--- config.mk ---
export PLATFORM = sky130hd
export DESIGN_NAME = rail_sequencing_fault_control
export DESIGN_NICKNAME = d
export VERILOG_FILES = /design/src/shared/rail_seq_pkg.sv /design/src/rtl/sync_bank.sv /design/src/rtl/rail_sequencing_fault_control.sv
export SDC_FILE = /design/constraint.sdc
export NUM_CORES = 1
export LEC_CHECK = 0
export ABC_CLOCK_PERIOD_IN_PS = 7050
export BUFFER_PORTS_ARGS = -buffer_cell sky130_fd_sc_hd__clkbuf_2
export CORE_MARGIN = 4
export CORE_UTILIZATION = 45
export DETAILED_ROUTE_END_ITERATION = 8
export PLACE_DENSITY = 0.72
export SYNTH_ARGS = -nofsm -noshare
export SYNTH_HDL_FRONTEND = slang
export SYNTH_SLANG_ARGS = --single-unit
--- constraint.sdc ---
create_clock -name clk -period 7.05 [get_ports clk]
set_clock_uncertainty 0.1 [all_clocks]
set_input_delay 0.705 -clock clk [delete_from_list [all_inputs] [get_ports clk]]
set_output_delay 0.705 -clock clk [all_outputs]
set_load 0.02 [all_outputs]
--- src/shared/rail_seq_pkg.sv ---
package rail_seq_pkg;
   // --------
   // clock and timing
   // --------
   localparam int unsigned CLK_PERIOD_NS   = 100;
   localparam int unsigned RESET_PERIOD_MS = 180;
   localparam int unsigned SS_TIME_US      = 1300;
   localparam int unsigned SS_GAP_MS       = 1;
   localparam int unsigned SS_DISCH_US     = 500;
   localparam int unsigned HICCUP_MS       = 10;
   localparam int unsigned SW_CYCLE_NS     = 2000;
   localparam int unsigned RESET_CYC_DEF   = (RESET_PERIOD_MS * 1000000 + CLK_PERIOD_NS - 1) / CLK_PERIOD_NS;
   localparam int unsigned SPACE_CYC_DEF   = ((SS_TIME_US + SS_GAP_MS * 1000) * 1000 + CLK_PERIOD_NS - 1)
                                             / CLK_PERIOD_NS;
   localparam int unsigned DISCH_CYC_DEF   = (SS_DISCH_US * 1000 + CLK_PERIOD_NS - 1) / CLK_PERIOD_NS;
   localparam int unsigned HICCUP_CYC_DEF  = (HICCUP_MS * 1000000 + CLK_PERIOD_NS - 1) / CLK_PERIOD_NS;
   localparam int unsigned SW_DIV          = SW_CYCLE_NS / CLK_PERIOD_NS;
   localparam int unsigned CNT_W           = 24;
   localparam int unsigned DIV_W           = 8;

   // --------
   // over-current blanking
   // --------
   localparam logic [4:0]  BLANK_FIRST     = 5'h01;
   localparam logic [4:0]  BLANK_MAX       = 5'h10;

   // --------
   // register map
   // --------
   localparam int unsigned ADDR_W          = 4;
   localparam int unsigned DATA_W          = 8;
   localparam logic [3:0]  ADDR_ENABLE     = 4'h0;
   localparam logic [3:0]  ADDR_STATUS     = 4'h1;
   localparam logic [3:0]  ADDR_STATE      = 4'h2;
   localparam int unsigned EN_USB0_BIT     = 0;
   localparam int unsigned EN_BUCK0_BIT    = 2;
   localparam int unsigned ST_BROWNOUT_BIT = 0;
   localparam int unsigned ST_HOT_BIT      = 1;
   localparam int unsigned ST_UNDERVOLTAGE_LOCKOUT_BIT     = 2;
   localparam int unsigned ST_WARN_BIT     = 3;
   localparam int unsigned ST_USBF0_BIT    = 4;
   localparam logic [7:0]  ENABLE_RESET    = 8'h00;
   localparam logic [2:0]  STATUS_RESET    = 3'h0;

   typedef enum logic [1:0] {
      SEQ_IDLE,
      SEQ_DISCHARGE,
      SEQ_RAMP
   } seq_state_t;
endpackage : rail_seq_pkg

--- src/rtl/sync_bank.sv ---
module sync_bank
#(
   parameter int unsigned WIDTH = 1
)
(
   input  wire logic             clk,
   input  wire logic             rst,
   input  wire logic [WIDTH-1:0] async_in,
   output logic      [WIDTH-1:0] sync_out
);
   // --------
   // two-stage synchroniser, first stage read only by the second
   // --------
   logic [WIDTH-1:0] meta_q;

   always_ff @(posedge clk or posedge rst) begin
      if (rst) begin
         meta_q   <= '0;
         sync_out <= '0;
      end else begin
         meta_q   <= async_in;
         sync_out <= meta_q;
      end
   end
endmodule : sync_bank

--- src/rtl/rail_sequencing_fault_control.sv ---
// Function
// RULE_01 - any monitor input below threshold holds supervisor reset low at least 180 ms
// RULE_02 - supervisor reset never touches regulators or usb switches
// RULE_03 - usb switch follows its pin in pin mode, its enable bit in serial mode
// RULE_04 - usb fault output low while that switch is current limiting
// RULE_05 - thermal warning turns both usb switches off, recovery automatic
// RULE_06 - low enable keeps regulator off; enable starts it at once when none starting
// RULE_07 - simultaneous enables start in order one, two, three, spaced soft-start plus 1 ms
// RULE_08 - enables arriving during a start are served afterwards in default order
// RULE_09 - serial enable bit starts a regulator under the same arbitration as pins
// RULE_10 - over-current sampled each switching cycle; next cycle suppressed on detection
// RULE_11 - consecutive detections double suppressed cycles 1,2,4,8, saturating at 16
// RULE_12 - after over-current shutdown hold converter off a fixed time, then retry
// RULE_13 - shared soft-start discharged and restarted before each regulator start
// RULE_14 - warning low below 9.3 V, released for brownout only above 10.8 V
// RULE_15 - warning also low while chip is above the hot threshold
// RULE_16 - brownout and overtemperature set separate flags in the first status register
// RULE_17 - status reads never affect the warning output
// RULE_18 - usb switches off when main below 9.3 V or usb input low while enabled
// RULE_19 - all regulators off when main below 4.7 V or regulator input low with two/three on
// RULE_20 - lockout does not latch; buck enable inputs discharged during lockout
// RULE_21 - serial mode lockout clears all enable bits and raises host interrupt
// RULE_22 - host re-sets regulator bits or pins, and rewrites usb bits after lockout
// RULE_23 - all comparator results synchronised before use
//
// The register offsets and the plain strobed port are this design's own decisions.
module rail_sequencing_fault_control
   import rail_seq_pkg::*;
#(
   parameter int unsigned RESET_CYC  = RESET_CYC_DEF,
   parameter int unsigned SPACE_CYC  = SPACE_CYC_DEF,
   parameter int unsigned DISCH_CYC  = DISCH_CYC_DEF,
   parameter int unsigned HICCUP_CYC = HICCUP_CYC_DEF
)
(
   input  wire logic              clk,
   input  wire logic              rst,
   input  wire logic              monitor_input_one_low,
   input  wire logic              monitor_input_two_low,
   input  wire logic              main_below_9v3,
   input  wire logic              main_above_10v8,
   input  wire logic              main_below_4v7,
   input  wire logic              regulator_input_below_4v25,
   input  wire logic              usb_input_below_3v9,
   input  wire logic              chip_hot,
   input  wire logic              serial_mode,
   input  wire logic [1:0]        usb_enable_pin,
   input  wire logic [1:0]        usb_current_limit,
   input  wire logic [2:0]        regulator_enable_pin,
   input  wire logic [2:0]        buck_overcurrent,
   input  wire logic [2:0]        buck_output_undervoltage,
   input  wire logic [ADDR_W-1:0] addr,
   input  wire logic [DATA_W-1:0] wr_data,
   input  wire logic              wr_en,
   input  wire logic              rd_en,
   output logic      [DATA_W-1:0] rd_data,
   output logic                   supply_supervisor_reset_n,
   output logic      [1:0]        usb_switch_on,
   output logic      [1:0]        usb_fault_output_n,
   output logic      [2:0]        buck_on,
   output logic      [2:0]        buck_high_side_enable,
   output logic                   soft_start_discharge,
   output logic                   regulator_enable_discharge,
   output logic                   supply_heat_warning_n,
   output logic                   host_irq
);
   // --------
   // parameter checks
   // --------
   if (RESET_CYC < 1 || RESET_CYC >= (1 << CNT_W)) $error("RESET_CYC out of range");
   if (SPACE_CYC < 1 || SPACE_CYC >= (1 << CNT_W)) $error("SPACE_CYC out of range");
   if (DISCH_CYC < 1 || DISCH_CYC >= (1 << CNT_W)) $error("DISCH_CYC out of range");
   if (HICCUP_CYC < 1 || HICCUP_CYC >= (1 << CNT_W)) $error("HICCUP_CYC out of range");

   // --------
   // input synchronisation
   // --------
   localparam int unsigned NSYNC = 22;
   logic [NSYNC-1:0] raw_in;
   logic [NSYNC-1:0] sync_in;
   logic             mon1_low;
   logic             mon2_low;
   logic             vin_lt_9v3;
   logic             vin_gt_10v8;
   logic             vin_lt_4v7;
   logic             regulator_input_supply_low;
   logic             usb_input_supply_low;
   logic             hot;
   logic             serial_s;
   logic [1:0]       usb_pin_s;
   logic [1:0]       usb_limit_s;
   logic [2:0]       reg_pin_s;
   logic [2:0]       oc_s;
   logic [2:0]       uv_s;

   assign raw_in = {monitor_input_one_low, monitor_input_two_low, main_below_9v3, main_above_10v8,
                    main_below_4v7, regulator_input_below_4v25, usb_input_below_3v9, chip_hot,
                    serial_mode, usb_enable_pin, usb_current_limit, regulator_enable_pin,
                    buck_overcurrent, buck_output_undervoltage};

   sync_bank #(.WIDTH(NSYNC)) u_sync ( // [RULE_23]
      .clk      (clk),
      .rst      (rst),
      .async_in (raw_in),
      .sync_out (sync_in)
   );

   assign {mon1_low, mon2_low, vin_lt_9v3, vin_gt_10v8, vin_lt_4v7, regulator_input_supply_low, usb_input_supply_low, hot,
           serial_s, usb_pin_s, usb_limit_s, reg_pin_s, oc_s, uv_s} = sync_in;

   // --------
   // supply supervisor reset
   // --------
   // the counter reloads while any input is low, so the pulse is measured from the last dip
   logic [CNT_W-1:0] svs_cnt_q;

   always_ff @(posedge clk or posedge rst) begin
      if (rst) begin
         svs_cnt_q                 <= '0;
         supply_supervisor_reset_n <= 1'b0;
      end else begin
         if (mon1_low || mon2_low) begin
            svs_cnt_q                 <= CNT_W'(RESET_CYC); // [RULE_01]
            supply_supervisor_reset_n <= 1'b0;
         end else if (svs_cnt_q != '0) begin
            svs_cnt_q                 <= svs_cnt_q - 1'b1;
            supply_supervisor_reset_n <= 1'b0;
         end else begin
            supply_supervisor_reset_n <= 1'b1; // [RULE_01]
         end
      end
   end
   // the reset pulse feeds nothing below: rails and switches ignore it [RULE_02]

   // --------
   // lockout and warning
   // --------
   logic       brownout_q;
   logic       usb_lock;
   logic       buck_lock;
   logic       lock_q;
   logic       lock_event;
   logic [7:0] enable_q;
   logic [2:0] flags_q;

   assign usb_lock   = vin_lt_9v3 || (usb_input_supply_low && (usb_switch_on != 2'b00)); // [RULE_18]
   assign buck_lock  = vin_lt_4v7 || (regulator_input_supply_low && (buck_on[1] || buck_on[2])); // [RULE_19]
   assign lock_event = (usb_lock || buck_lock) && !lock_q;

   always_ff @(posedge clk or posedge rst) begin
      if (rst) begin
         brownout_q <= 1'b1;
      end else if (vin_lt_9v3) begin
         brownout_q <= 1'b1; // [RULE_14]
      end else if (vin_gt_10v8) begin
         brownout_q <= 1'b0; // [RULE_14]
      end
   end

   // depends only on the supply and temperature state, never on a bus access [RULE_17]
   always_ff @(posedge clk or posedge rst) begin
      if (rst) begin
         supply_heat_warning_n      <= 1'b0;
         regulator_enable_discharge <= 1'b0;
         lock_q                     <= 1'b0;
      end else begin
         supply_heat_warning_n      <= !(brownout_q || vin_lt_9v3 || hot); // [RULE_14] [RULE_15]
         regulator_enable_discharge <= buck_lock; // [RULE_20]
         lock_q                     <= usb_lock || buck_lock;
      end
   end

   // --------
   // usb switches
   // --------
   logic [1:0] usb_want;

   always_comb begin
      usb_want = serial_s ? enable_q[EN_USB0_BIT +: 2] : usb_pin_s; // [RULE_03]
   end

   always_ff @(posedge clk or posedge rst) begin
      if (rst) begin
         usb_switch_on      <= 2'b00;
         usb_fault_output_n <= 2'b11;
      end else begin
         // lockout clears as soon as the supply is back, or for a low usb input once the switches are off, no latch [RULE_20]
         usb_switch_on      <= (hot || usb_lock) ? 2'b00 : usb_want; // [RULE_05] [RULE_18]
         usb_fault_output_n <= ~(usb_limit_s & usb_switch_on); // [RULE_04]
      end
   end

   // --------
   // switching-cycle divider and over-current blanking
   // --------
   logic [DIV_W-1:0] div_q;
   logic             sw_tick;
   logic [4:0]       blank_cnt_q [3];
   logic [4:0]       blank_len_q [3];

   assign sw_tick = (div_q == DIV_W'(SW_DIV - 1));

   always_ff @(posedge clk or posedge rst) begin
      if (rst) begin
         div_q <= '0;
      end else begin
         div_q <= sw_tick ? '0 : div_q + 1'b1;
      end
   end

   always_ff @(posedge clk or posedge rst) begin
      if (rst) begin
         for (int i = 0; i < 3; i++) begin
            blank_cnt_q[i] <= '0;
            blank_len_q[i] <= BLANK_FIRST;
         end
         buck_high_side_enable <= 3'b000;
      end else begin
         for (int i = 0; i < 3; i++) begin
            if (!buck_on[i]) begin
               blank_cnt_q[i]           <= '0;
               blank_len_q[i]           <= BLANK_FIRST;
               buck_high_side_enable[i] <= 1'b0;
            end else if (sw_tick) begin
               if (blank_cnt_q[i] != '0) begin
                  blank_cnt_q[i]           <= blank_cnt_q[i] - 1'b1;
                  buck_high_side_enable[i] <= (blank_cnt_q[i] == 5'h01);
               end else if (oc_s[i]) begin
                  blank_cnt_q[i]           <= blank_len_q[i]; // [RULE_10]
                  blank_len_q[i]           <= (blank_len_q[i] == BLANK_MAX) ? BLANK_MAX
                                              : {blank_len_q[i][3:0], 1'b0}; // [RULE_11]
                  buck_high_side_enable[i] <= 1'b0; // [RULE_10]
               end else begin
                  blank_len_q[i]           <= BLANK_FIRST; // [RULE_11]
                  buck_high_side_enable[i] <= 1'b1;
               end
            end
         end
      end
   end

   // --------
   // hiccup hold-off
   // --------
   logic [CNT_W-1:0] hic_cnt_q [3];
   logic [2:0]       hic_busy;
   logic [2:0]       hic_trip;

   always_comb begin
      for (int i = 0; i < 3; i++) begin
         hic_busy[i] = (hic_cnt_q[i] != '0);
         hic_trip[i] = buck_on[i] && uv_s[i];
      end
   end

   always_ff @(posedge clk or posedge rst) begin
      if (rst) begin
         for (int i = 0; i < 3; i++) begin
            hic_cnt_q[i] <= '0;
         end
      end else begin
         for (int i = 0; i < 3; i++) begin
            if (hic_trip[i]) begin
               hic_cnt_q[i] <= CNT_W'(HICCUP_CYC); // [RULE_12]
            end else if (hic_busy[i]) begin
               hic_cnt_q[i] <= hic_cnt_q[i] - 1'b1; // retry follows via the sequencer [RULE_12]
            end
         end
      end
   end

   // --------
   // start-up sequencer
   // --------
   // one soft-start resource, so only one rail ramps at a time; late enables simply queue
   seq_state_t       seq_q;
   logic [CNT_W-1:0] seq_cnt_q;
   logic [1:0]       seq_sel_q;
   logic [2:0]       buck_want;
   logic [2:0]       buck_req;
   logic [1:0]       pick;

   always_comb begin
      // pins are held discharged during lockout, so they cannot request [RULE_20]
      buck_want = (reg_pin_s & {3{!buck_lock}}) | (serial_s ? enable_q[EN_BUCK0_BIT +: 3] : 3'b000); // [RULE_09]
      buck_req  = buck_want & ~buck_on & ~hic_busy & {3{!buck_lock}};
      pick      = buck_req[0] ? 2'd0 : (buck_req[1] ? 2'd1 : 2'd2); // [RULE_07] [RULE_08]
   end

   always_ff @(posedge clk or posedge rst) begin
      if (rst) begin
         seq_q                <= SEQ_IDLE;
         seq_cnt_q            <= '0;
         seq_sel_q            <= 2'd0;
         soft_start_discharge <= 1'b0;
      end else begin
         unique case (seq_q)
            SEQ_IDLE: begin
               if (buck_req != 3'b000) begin
                  seq_q                <= SEQ_DISCHARGE; // [RULE_06]
                  seq_sel_q            <= pick; // [RULE_07]
                  seq_cnt_q            <= CNT_W'(DISCH_CYC);
                  soft_start_discharge <= 1'b1; // [RULE_13]
               end
            end
            SEQ_DISCHARGE: begin
               if (seq_cnt_q == CNT_W'(1)) begin
                  seq_q                <= SEQ_RAMP;
                  seq_cnt_q            <= CNT_W'(SPACE_CYC); // [RULE_07]
                  soft_start_discharge <= 1'b0; // [RULE_13]
               end else begin
                  seq_cnt_q <= seq_cnt_q - 1'b1;
               end
            end
            SEQ_RAMP: begin
               if (seq_cnt_q == CNT_W'(1)) begin
                  seq_q <= SEQ_IDLE; // [RULE_08]
               end else begin
                  seq_cnt_q <= seq_cnt_q - 1'b1;
               end
            end
         endcase
      end
   end

   always_ff @(posedge clk or posedge rst) begin
      if (rst) begin
         buck_on <= 3'b000;
      end else begin
         for (int i = 0; i < 3; i++) begin
            if (buck_lock || !buck_want[i] || hic_trip[i]) begin
               buck_on[i] <= 1'b0; // [RULE_06] [RULE_19] [RULE_12]
            end else if (seq_q == SEQ_DISCHARGE && seq_cnt_q == CNT_W'(1) && seq_sel_q == 2'(i)) begin
               buck_on[i] <= 1'b1; // [RULE_06]
            end
         end
      end
   end

   // --------
   // register bus
   // --------
   logic       status_rd;
   logic [2:0] flag_set;

   assign status_rd = rd_en && (addr == ADDR_STATUS);

   always_comb begin
      flag_set                  = 3'b000;
      flag_set[ST_BROWNOUT_BIT] = vin_lt_9v3; // [RULE_16]
      flag_set[ST_HOT_BIT]      = hot; // [RULE_16]
      flag_set[ST_UNDERVOLTAGE_LOCKOUT_BIT]     = serial_s && lock_event; // [RULE_21]
   end

   always_ff @(posedge clk or posedge rst) begin
      if (rst) begin
         enable_q <= ENABLE_RESET;
      end else if (serial_s && lock_event) begin
         enable_q <= ENABLE_RESET; // [RULE_21] host must rewrite them [RULE_22]
      end else if (wr_en && addr == ADDR_ENABLE) begin
         enable_q <= {3'b000, wr_data[4:0]};
      end
   end

   // a flag raised in the same cycle as the clearing read survives
   always_ff @(posedge clk or posedge rst) begin
      if (rst) begin
         flags_q <= STATUS_RESET;
      end else begin
         flags_q <= (status_rd ? 3'b000 : flags_q) | flag_set;
      end
   end

   always_ff @(posedge clk or posedge rst) begin
      if (rst) begin
         host_irq <= 1'b0;
      end else begin
         host_irq <= serial_s && ((flags_q != 3'b000) || (flag_set != 3'b000)); // [RULE_21]
      end
   end

   always_ff @(posedge clk or posedge rst) begin
      if (rst) begin
         rd_data <= '0;
      end else if (rd_en) begin
         unique case (addr)
            ADDR_ENABLE: rd_data <= enable_q;
            ADDR_STATUS: rd_data <= {2'b00, ~usb_fault_output_n, !supply_heat_warning_n, flags_q};
            ADDR_STATE:  rd_data <= {3'b000, buck_on, usb_switch_on};
            default:     rd_data <= '0;
         endcase
      end else begin
         rd_data <= '0;
      end
   end
endmodule : rail_sequencing_fault_control

== Word level (Yosys, flattened, before mapping) ==
Index checks and enable logic that the tools add are counted.

* Register bits: 242
* Input bits: 38
* Word-level logic and storage cells: 230

* Reductions and logical operators: 70
* Muxes and demuxes: 79
* Equal/unequal tests: 27
* Bitwise gates (word level): 11
* Add/sub/neg operators: 9

{| class="wikitable"
|+ Operator list
! cell !! count
|-
| two-way mux 24 bit || 11
|-
| two-way mux 5 bit || 27
|-
| subtractor 24 x 1 -> 24 bit, second input constant || 5
|-
| nonzero test 24 bit || 4
|-
| case mux 24 bit (3 select lines) || 1
|-
| two-way mux 8 bit || 4
|-
| == test 24 x 1 -> 1 bit, second input constant || 1
|-
| two-way mux 1 bit || 24
|-
| case mux 8 bit (3 select lines) || 1
|-
| nonzero test 2 bit || 11
|-
| AND reduction 2 bit || 8
|-
| == test 5 x 1 -> 1 bit, second input constant || 3
|-
| == test 5 bit, second input constant || 3
|-
| logical OR 1 bit || 15
|-
| nonzero test 5 bit || 3
|-
| subtractor 5 x 1 -> 5 bit, second input constant || 3
|-
| logical AND 1 bit || 14
|-
| two-way mux 2 bit || 7
|-
| != test 2 bit, second input constant || 7
|-
| AND 3 bit || 4
|-
| != test 3 x 1 -> 1 bit, second input constant || 3
|-
| nonzero test 3 bit || 3
|-
| adder 8 x 1 -> 8 bit, second input constant || 1
|-
| == test 8 x 5 -> 1 bit, second input constant || 1
|-
| other kinds (16) || 32
|}

== Longest topological paths before layout ==
Gate-level depths: netlist of the first run.

* Depth after elaboration: 12
* Depth in mapped cells: 11
* Depth with buffers taken out: 8

== By module ==
From an unflattened synthesis of the first run, not the netlist that was laid out.

* Cells, all modules: 1138
* Area total of the unflattened synthesis: 11297.1 um^2

{| class="wikitable"
|+ By module, submodules not included
! module !! area each (um^2) !! cells an instance !! times used
|-
| rail_sequencing_fault_control || 10192.3 || 1093 || 1
|-
| sync_bank || 1104.8 || 45 || 1
|}

== Worst setup path after synthesis of the first run ==
Ideal clock, no wire load.

* Kind: register -> register
* Start point: register hic_cnt_q[52] in the netlist's numbering
* End point: register seq_cnt_q[13]
* Arrival: 2551 ps
* Setup time: 136 ps
* Slack: 4263 ps
* Stages on the path, launching flop included: 9
* Path through: dfrtp_1 or4_4 or3_4 nor3_4 and4b_4 clkbuf_1 clkbuf_1 o31ai_1 o41ai_2

* Word-level cells in the longest chain between the ends: 7

{| class="wikitable"
|+ RTL lines
! element !! line !! RTL
|-
| start, declared || rail_sequencing_fault_control.sv:245 || <nowiki>logic [CNT_W-1:0] hic_cnt_q [3];</nowiki>
|-
| start signal, assigned by index || rail_sequencing_fault_control.sv:264 || <nowiki>hic_cnt_q[i] <= CNT_W'(HICCUP_CYC);</nowiki>
|-
| start signal, assigned by index || rail_sequencing_fault_control.sv:266 || <nowiki>hic_cnt_q[i] <= hic_cnt_q[i] - 1'b1;</nowiki>
|-
| nonzero test 24 bit || rail_sequencing_fault_control.sv:251 || <nowiki>hic_busy[i] = (hic_cnt_q[i] != '0);</nowiki>
|-
| inverter 3 bit || rail_sequencing_fault_control.sv:286 || <nowiki>buck_req = buck_want & ~buck_on & ~hic_busy & {3{!buck_lock}};</nowiki>
|-
| AND 3 bit (2 in a row) || rail_sequencing_fault_control.sv:286 ||
|-
| nonzero test 3 bit || rail_sequencing_fault_control.sv:299 || <nowiki>if (buck_req != 3'b000) begin</nowiki>
|-
| != test 2 bit (no source line) || -- ||
|-
| AND reduction 2 bit (no source line) || -- ||
|-
| end signal, assigned || rail_sequencing_fault_control.sv:302 || <nowiki>seq_cnt_q <= CNT_W'(DISCH_CYC);</nowiki>
|-
| end signal, assigned || rail_sequencing_fault_control.sv:309 || <nowiki>seq_cnt_q <= CNT_W'(SPACE_CYC);</nowiki>
|-
| end signal, assigned || rail_sequencing_fault_control.sv:312 || <nowiki>seq_cnt_q <= seq_cnt_q - 1'b1;</nowiki>
|-
| end, declared || rail_sequencing_fault_control.sv:277 || <nowiki>logic [CNT_W-1:0] seq_cnt_q;</nowiki>
|}

No other way between the ends.
A chain may end at the register's enable or synchronous reset.

== Final worst setup path of the first run ==
* Start point: register seq_cnt_q[16]
* End point: register seq_cnt_q[4]

* Word-level cells in the longest chain between the ends: 3
* Elaborated cells between the ends (all ways): 5

{| class="wikitable"
|+ RTL lines
! element !! line
|-
| == test 24 x 1 -> 1 bit (*) || rail_sequencing_fault_control.sv:307, rail_sequencing_fault_control.sv:316
|-
| two-way mux 24 bit / != test 2 bit (equally long branches) || --
|-
| case mux 24 bit (3 select lines) / AND reduction 2 bit (equally long branches) || --
|}

Every way passes the cells marked *; elsewhere a longest branch is shown, timed or not.

==> results.txt, run 1 <==
----------------------------------------------------
[Global routing]
  Number of global-route vias before repair ... 8164
  Overall track demand over capacity in global routing ... 17.2%
  Number of antenna violations at the first check in global routing ... 0
  Maximum number of pins on one net before global-route repair ... 175
  First-pass GRT wire length ... 39400 um
  Aggregate global routing overflow ... 0

[Synth]
  Synth Register Bits ... 237
  Post-Syn Area ... 0.0111 sq mm
  Dominant combinational cell family by area after synthesis ... simple AND/OR/NAND/NOR gates
  Synth Area in Compound Gates ... 12.3%
  Post-synthesis async set-or-reset flop share ... 100%
  Predominant post-synthesis flop cell ... dfrtp_1
  Part of the Yosys area used for sequential elements ... 53.4%
  Post-synthesis adder-cell area fraction ... 2.03%
  Count of warnings emitted by yosys ... 0
  Synth area leaders ... dfrtp_1 (52%), nor2_1 (4.5%), nand2_1 (3.1%)
  Post-synthesis share of cell area spent on and, or, nand and nor gates ... 22.2%
  Post-synthesis cell count ... 1100
  Area share of the largest cell type after synthesis ... 52.0%
  Share of cell area taken by muxes after synthesis ... 1.54%
  Mean area per synthesized cell ... 10.1 sq um
  Library cell occupying the most area in the post-synthesis netlist ... dfrtp_1
  Parity-gate share of the synthesized area counting xor and xnor cells ... 5.75%
  Number of enable flip-flop cells after synthesis ... 0
  Number of distinct library cells after synthesis ... 70

[Place]
  Placed wire-length estimate ... 15400 um
  Number of cells after detailed placement ... 1449
  GP Congestion ... 0.811
  Post-Place Cell Area ... 0.0117 sq mm
  IO Port Bufs ... 55

[Pwr]
  Power density over the cells ... 343 mW/mm^2
  Reported leakage power ... 5.41 nW
  IR drop worst, VDD ... 0.237 mV

[Cells and area]
  Share of layout cells above drive strength 1 ... 11.7%
  Filler instances ... 2184
  Layout Nets ... 1210
  Layout overhead on the synthesized area ... 13.4%
  Number of standard cells in the layout, taps in and fillers out ... 1499
  Final instance area ... 0.0126 sq mm
  Ant. Diodes ... 0

[Clock network]
  CTS resizes ... 0
  TritonCTS Buffers ... 27
  CTS tree ... done
  CTS H-Tree Depth ... 1
  Count of hold buffers inserted by post-cts repair ... 0
  Clock root buffer ... clkbuf_16
  Maximum clock path buffer count ... 3
  Clock latency on the worst-skew pair ... 530 ps
  Clock-pin transition on the worst setup and hold timing paths ... 60 ps
  Post-CTS setup buffer count ... 0
  # clock sinks ... 237

[Detailed routing]
  DRT iter0 DRCs ... 689
  Via density per instance ... 5.57
  DRC Markers ... 0
  Number of antenna-violating nets in the routed design ... 0
  Per-cell routed wire length ... 15.2 um
  Overall via count from detail_route ... 8344
  DRT Wirelength ... 22800 um
  Iteration count of the initial detailed-routing pass ... 5

[Timing]
  Hold Vio Cnt, Final ... 0
  Summed negative setup slack over all endpoints ... 0 ps
  Slew HR ... 29.3%
  Crit path time final ... 3320 ps
  Final count of negative-setup-slack endpoints ... 0
  Worst slew pin tran ... 1050 ps
  Max frequency ... 301 MHz
  Part of the cycle the worst path needs ... 47.1%
  Count of pins over their slew limit ... 0
  RSZ-0062 raised after global routing ... no

[Setup path]
  Endpoint of the lowest-slack register-to-register path ... seq_cnt_q[4]
  Worst reg-to-reg setup slack ... 3730 ps
  CP arrival ... 3620 ps
  Endpoint kind of the worst setup timing path ... flop
  Worst setup path category ... reg2reg
  Maximum fanout encountered on the critical timing path ... 23
  Worst R2R Path Depth ... 5
  Nature of the critical path startpoint ... flop
  Critical R2R Launch ... seq_cnt_q[16]
  Data required time of the critical path ... 7350 ps

[Die]
  Core Rows ... 57
  Die H ... 165 um
  Number of primary I/O pins ... 61
  Starting utilization of the core area ... 45.7%
  Core Footprint ... 0.0243 sq mm
  Die W ... 165 um
  Area of the die ... 0.0273 sq mm

[Hold path]
  Class of the tightest hold or removal check ... in2reg
  Min-Delay Endpoint ... u_sync.meta_q[15]
  Hold depth ... 1
  Start point of the worst min-delay path ... usb_input_below_3v9

[Outcome]
  Run status ... completed

[Run]
  Number of maximum-capacitance violations ... 0

----------------------------------------------------
[critical path, cell delays in order, from the launching register on]
cell	delay [ps]
dfrtp_1	440
or4_1	620
nor4_1	620
and3_1	850
or2_2	400
o21ai_0	140
[logic make-up after synthesis]
family,after synthesis
xor gates and xnor gates,73
other,1
and+or+nand+nor,478
AOI/OAI and AO/OA,202
adders and majority gates,18
muxes,17
DFF,237
buffers and inverters,74
[state kept, by name, indices dropped and copies added (netlist names), 3 cells and up]
| signal | cells |
|---|---|
| div_q | 8 |
| flags_q | 3 |
| buck_on | 3 |
| svs_cnt_q | 24 |
| buck_high_side_enable | 3 |
| rd_data | 6 |
| blank_cnt_q | 15 |
| u_sync.meta_q | 22 |
| seq_cnt_q | 24 |
| hic_cnt_q | 72 |
| enable_q | 5 |
| blank_len_q | 15 |
| u_sync.sync_out | 22 |
[power breakdown]
group	total, mW	switching [mW]	internal, mW
clock	1.38	0.562	0.823
sequential	1.87	0.262	1.61
combinational	1.06	0.634	0.426
total	4.32	1.46	2.86
[placed cells by master, fill, tap and decap left out, types with 38 or more instances in the layout]
| cell type | instances |
|---|---|
| nand3_1 | 42 |
| xor2_1 | 38 |
| dfrtp_1 | 231 |
| nand2_1 | 91 |
| clkbuf_2 | 55 |
| nor4_1 | 40 |
| a21oi_1 | 42 |
| nor2_1 | 133 |
| o21ai_0 | 43 |
[through the flow]
step | util [%] | worst slack [ps] | power, mW | hold WS (ps)
2_1_floorplan | - | 3140 | 2.69 | 231
5_1_grt | 51.8 | 3500 | 4.61 | 162
3_3_place_gp | 48.1 | 3820 | 2.90 | 232
6_report | 51.8 | 3730 | 4.32 | 179
4_1_cts | 51.8 | 3780 | 4.36 | 160
3_5_place_dp | 48.1 | 3800 | 2.95 | 235
[per-layer routing]
layer	GRT usage, %	wire (um)	part of all wire [%]	up-vias
met5	0	0	0	-
met4	4.99	597	2.6	0
met3	2.58	949	4.2	46
met2	28.0	10700	47	164
met1	24.1	10500	46	4079
li1	-	-	-	4055
[cell type report]
| class | count | area (sq um) | share of cell area (%) |
|---|---|---|---|
| Tap cell | 324 | 405 | 3.22 |
| Timing Repair Buffer | 62 | 340 | 2.70 |
| Inverter | 36 | 139 | 1.10 |
| Sequential cell | 237 | 5940 | 47.1 |
| Clock inverter | 17 | 156 | 1.24 |
| Clock buffer | 33 | 738 | 5.86 |
| Multi-Input combinational cell | 790 | 4890 | 38.8 |
[cells in the mapped netlist, types with 3 or more instances]
library cell  instances
nor2_1              133
nand3_1              42
o41ai_2               3
a21o_1                6
a31oi_1               3
o21ai_0              43
nor2b_1              15
o21a_1                3
nand2_1              91
and3_1                7
o22a_1                4
clkbuf_1             30
mux2i_1              16
nand2b_1              8
or2_2                 6
or4_1                20
xor2_1               38
o31ai_1              35
nor3b_1               8
buf_1                 4
o41ai_1               7
and2_1                9
nor4_1               40
ha_1                 18
nand4b_1              4
inv_1                36
a211oi_1              7
o2111ai_1             5
o211ai_1             10
a21boi_0             15
nor4b_1               8
dfrtp_1             231
or3_1                22
a21oi_1              42
nand4_1              13
xnor2_1              35
nor3_1               35
dfstp_2               6
nand3b_1              5
[worst max-delay path by stage]
| stage | startpoint | end | slack (ps) | depth (start not counted) |
|---|---|---|---|---|
| finish | seq_cnt_q[16] | seq_cnt_q[4] | 3730 | 5 |
| global route | seq_cnt_q[16] | seq_cnt_q[8] | 3500 | 5 |
| CTS | seq_cnt_q[16] | seq_cnt_q[4] | 3780 | 5 |
| detailed placement | seq_cnt_q[16] | seq_cnt_q[6] | 3800 | 5 |
| global placement | seq_cnt_q[16] | seq_cnt_q[4] | 3820 | 5 |
| floorplan | rst | blank_cnt_q[0] | 3140 | 1 |
Power figures use the tool's default switching activity.
==> run 2: changes to the inputs <==
--- a/config.mk
+++ b/config.mk
@@ -5,7 +5,8 @@
 export SDC_FILE = /design/constraint.sdc
 export NUM_CORES = 1
 export LEC_CHECK = 0
-export ABC_CLOCK_PERIOD_IN_PS = 7050
+export ABC_AREA = 1
+export ABC_CLOCK_PERIOD_IN_PS = 2800
 export BUFFER_PORTS_ARGS = -buffer_cell sky130_fd_sc_hd__clkbuf_2
 export CORE_MARGIN = 4
 export CORE_UTILIZATION = 45
==> constraint.sdc (replaced) <==
create_clock -name clk -period 2.8 [get_ports clk]
set_clock_uncertainty 0.1 [all_clocks]
set_input_delay 0.28 -clock clk [delete_from_list [all_inputs] [get_ports clk]]
set_output_delay 0.28 -clock clk [all_outputs]
set_load 0.02 [all_outputs]
==> run 2 against run 1 <==
  * Clock power grew to 2.5 times the previous value
  * Critical path depth is 4 higher
  * Non-clock buffer count is 40 higher
  * Critical endpoint is now svs_cnt_q[8]
  * Global-route usage is 0.74 points higher
  * Core utilization is 1.1 points higher
  * Sequential power grew to 2.5 times the previous value
  * Largest cell class unchanged
  * Routed wire length is 18% higher
  * First-iteration DRC count is 5.7% higher
  * Die area is 10% higher
  * Register-to-register slack worse by 3200 ps
  * Total power grew to 2.7 times the previous value
  * Synthesized cell count is 37% higher
==> results.txt, run 2 <==
----------------------------------------------------
[Timing]
  Slew HR ... 46.9% (+18 points)
  Summed negative setup slack over all endpoints ... 0 ps (unchanged)
  Max frequency ... 438 MHz (+45%)
  Hold Vio Cnt, Final ... 0 (unchanged)
  Crit path time final ... 2280 ps (-1040 ps)
  Smallest hold slack ... 33.1 ps (-146 ps)
  Worst slew pin tran ... 789 ps (-262 ps)
  Part of the cycle the worst path needs ... 81.5% (+34 points)
  Count of pins over their slew limit ... 0 (unchanged)
  Final count of negative-setup-slack endpoints ... 0 (unchanged)
  RSZ-0062 raised after global routing ... no

[Cells and area]
  Filler instances ... 2437 (+12%)
  Seq. cell area ... 0.00594 sq mm (unchanged)
  Ant. Diodes ... 0 (unchanged)
  Layout Nets ... 1674 (+38%)
  Most common library cell in the layout ignoring fill and taps ... nand2_1
  Layout overhead on the synthesized area ... 16.0%
  Area of combinational cells with multiple inputs ... 0.00558 sq mm (+14%)
  Registers with the most flip-flops ... hic_cnt_q x72, seq_cnt_q x24, svs_cnt_q x24
  Largest register by flop count ... hic_cnt_q
  Max FFs per register ... 72 (unchanged)
  Most used cells in the layout excluding fill and tap cells ... nand2_1 (287), nor2_1 (240), dfrtp_1 (231)
  Final instance area ... 0.0143 sq mm (+13%)
  Share of layout cells above drive strength 1 ... 14.6% (+2.9 points)
  Layout Utilization ... 52.9% (+1.1 points)
  Number of standard cells in the layout, taps in and fillers out ... 1979 (+32%)

[Global routing]
  First-pass GRT wire length ... 46500 um (+18%)
  Overall track demand over capacity in global routing ... 18.0% (+0.74 points)
  Aggregate global routing overflow ... 0 (unchanged)
  Number of antenna violations at the first check in global routing ... 0 (unchanged)
  Maximum number of pins on one net before global-route repair ... 84 (-52%)
  Number of global-route vias before repair ... 9793 (+20%)

[Synth]
  Library cell occupying the most area in the post-synthesis netlist ... dfrtp_1
  Area share of the largest cell type after synthesis ... 47.0% (-5.0 points)
  Post-synthesis async set-or-reset flop share ... 100% (unchanged)
  Predominant post-synthesis flop cell ... dfrtp_1
  Number of distinct library cells after synthesis ... 47 (-33%)
  Parity-gate share of the synthesized area counting xor and xnor cells ... 4.56% (-1.2 points)
  Post-synthesis adder-cell area fraction ... 1.83% (-0.20 points)
  Cell with the most instances after synthesis ... nand2_1
  Post-synthesis cell count ... 1505 (+37%)
  Post-Syn Area ... 0.0123 sq mm (+11%)
  Part of the Yosys area used for sequential elements ... 48.3% (-5.2 points)
  Count of warnings emitted by yosys ... 0 (unchanged)
  Synth Area in Compound Gates ... 7.41% (-4.9 points)
  Mean area per synthesized cell ... 8.17 sq um (-19%)
  Share of cell area taken by muxes after synthesis ... 0% (-1.5 points)
  Dominant combinational cell family by area after synthesis ... simple AND/OR/NAND/NOR gates
  Number of enable flip-flop cells after synthesis ... 0 (unchanged)
  Post-synthesis share of cell area spent on and, or, nand and nor gates ... 31.5% (+9.2 points)
  Synth Register Bits ... 237 (unchanged)
  Top cells by instance count after synthesis ... nand2_1 (287), nor2_1 (240), dfrtp_1 (231)
  Synth area leaders ... dfrtp_1 (47%), nand2_1 (8.8%), nor2_1 (7.3%)

[Pwr]
  Net Sw Power ... 4.41 mW (+200%)
  Proportion of power drawn by the clock network ... 29.8% (-2.2 points)
  IR drop worst, VDD ... 0.645 mV (+170%)
  Internal cell power ... 7.38 mW (+160%)
  Power density over the cells ... 826 mW/mm^2 (+140%)
  Combinational Power Share ... 29.8% (+5.2 points)
  Sequential share of power ... 40.4% (-3.0 points)
  Reported leakage power ... 6.86 nW (+27%)
  Switching power share of the total ... 37.4% (+3.7 points)

[Setup path]
  Data required time of the critical path ... 3120 ps (-4230 ps)
  Endpoint of the lowest-slack register-to-register path ... svs_cnt_q[8]
  Crit path cell chain ... inv_1 > ha_1 > nand2_1 > nor2_2 > nand3_2 > nor2_4 > inv_2 > o31ai_1 > inv_1
  Worst setup path category ... reg2reg
  CP arrival ... 2610 ps (-1010 ps)
  Count of buffering cells on the critical path with inverters included ... 3 (+3)
  Worst R2R Path Depth ... 9 (+4)
  Nature of the critical path startpoint ... flop
  Maximum fanout encountered on the critical timing path ... 10 (-57%)
  Critical R2R Launch ... svs_cnt_q[0]
  Stage delay of the slowest cell on the critical path ... 360 ps (-490 ps)
  Highest-delay cell along the critical path ... dfrtp_1
  Most frequent CP cell ... inv_1
  Endpoint kind of the worst setup timing path ... flop
  Worst reg-to-reg setup slack ... 520 ps (-3210 ps)
  Top cell family by delay on the critical path ... simple AND/OR/NAND/NOR gates

[Detailed routing]
  Via density per instance ... 5.15 (-7.6%)
  Per-cell routed wire length ... 13.6 um (-11%)
  Overall via count from detail_route ... 10200 (+22%)
  Number of antenna-violating nets in the routed design ... 0 (unchanged)
  DRT iter0 DRCs ... 728 (+5.7%)
  DRC Markers ... 0 (unchanged)
  DRT Wirelength ... 26900 um (+18%)
  Iteration count of the initial detailed-routing pass ... 5 (unchanged)

[Place]
  Number of cells after detailed placement ... 1898 (+31%)
  IO Port Bufs ... 55 (unchanged)
  Post-Place Cell Area ... 0.0130 sq mm (+11%)
  Placed wire-length estimate ... 19400 um (+26%)
  GP Congestion ... 0.899 (+11%)

[Die]
  Starting utilization of the core area ... 45.6% (-0.056 points)
  Number of primary I/O pins ... 61 (unchanged)
  Core Footprint ... 0.0270 sq mm (+11%)
  Die W ... 173 um (+5.0%)
  Core Rows ... 60 (+5.3%)
  Die H ... 173 um (+5.0%)
  Area of the die ... 0.0300 sq mm (+10%)

[Clock network]
  Maximum clock path buffer count ... 3 (unchanged)
  Clock latency on the worst-skew pair ... 560 ps (+30 ps)
  Clock root buffer ... clkbuf_16
  TritonCTS Buffers ... 26 (-3.7%)
  CTS tree ... done
  Clock-pin transition on the worst setup and hold timing paths ... 60 ps (about the same)
  # clock sinks ... 237 (unchanged)
  CTS H-Tree Depth ... 1 (unchanged)

[Outcome]
  Run status ... completed

[Hold path]
  Class of the tightest hold or removal check ... in2reg
  Min-Delay Endpoint ... enable_q[1]
  Hold depth ... 4 (+3)
  Start point of the worst min-delay path ... wr_en

[Run]
  Number of maximum-capacitance violations ... 0 (unchanged)

----------------------------------------------------
## run 2: cell count changes in the layout (fill, tap and decap cells not counted), moves of 20 or more
cell	previous run	this run
o31ai_1	35	6
nor2_1	133	240
xnor2_1	35	12
nor4_1	40	4
nand3_1	42	104
nand2_2	0	45
or3_1	22	0
dlygate4sd3_1	0	33
nor2_2	0	36
nand2_1	91	287
or4_1	20	0
inv_1	35	171
## run 2: how the worst max path moves through the flow
stage            startpoint             end  slack (ps)  depth (start not counted)
6_report       svs_cnt_q[0]    svs_cnt_q[8]         520                          9
5_1_grt        svs_cnt_q[0]    svs_cnt_q[8]         300                          9
4_1_cts        svs_cnt_q[0]    svs_cnt_q[8]         520                          9
3_5_place_dp   svs_cnt_q[0]    svs_cnt_q[8]         540                          9
3_3_place_gp   svs_cnt_q[0]    svs_cnt_q[8]         610                          9
2_1_floorplan           rst  blank_cnt_q[0]        -680                          1
## run 2: final cells by class
type | instances | area share (%)
clock buffer | 34 | 5.19
clock inverter | 14 | 1.14
inverter | 176 | 4.66
multi-input combinational | 1075 | 39.1
sequential | 237 | 41.6
tap | 341 | 2.99
timing repair buffer | 102 | 5.33
## run 2: worst reg2reg max path: stages, from the launching register on
cell	delay (ps)
dfrtp_1	360
inv_1	170
ha_1	290
nand2_1	170
nor2_2	230
nand3_2	270
nor2_4	330
inv_2	110
o31ai_1	80
inv_1	80
## run 2: metrics by stage
stage | setup WS [ps] | power, mW
2_1_floorplan | -681 | 7.56
3_3_place_gp | 612 | 8.16
3_5_place_dp | 535 | 8.25
4_1_cts | 520 | 11.9
5_1_grt | 297 | 12.7
6_report | 517 | 11.8
## run 2: power groups by stage
stage                     registers, mW  logic, mW  clock network [mW]
final                              4.76       3.51                3.51
after global routing               4.86       4.04                3.76
after CTS                          4.76       3.52                3.60
after detailed placement           4.80       3.45                   0
after global placement             4.79       3.37                   0
after floorplan                    4.66       2.90                   0
## run 2: kinds of logic (layout without fill, tap and decap cells)
group / Yosys count / in the layout
AND/OR/NAND/NOR: 833 / 833
other: 1 / 2
buffers and inverters: 194 / 326
XOR/XNOR: 64 / 64
flip-flops: 237 / 237
adder cells (fa/ha/maj): 18 / 18
AO/OA/AOI/OAI: 158 / 158
## run 2: per-layer routing
layer  share of wire [%]  wire (um)  GRT usage [%]  vias up
met1                  46      12300           24.8     4815
met2                  47      12800           29.8      238
met5                   0          0              0        -
li1                    -          -              -     5077
met3                 4.8       1290           2.62       53
met4                 2.1        578           4.92        0
## run 2: repair_timing
| action | 4_1_cts | 5_1_grt |
|---|---|---|
| endpoints found under the hold margin | 50 | 0 |
| hold buffers | 33 | 0 |
| buffers inserted | 0 | 0 |
| gates resized for setup | 0 | 0 |
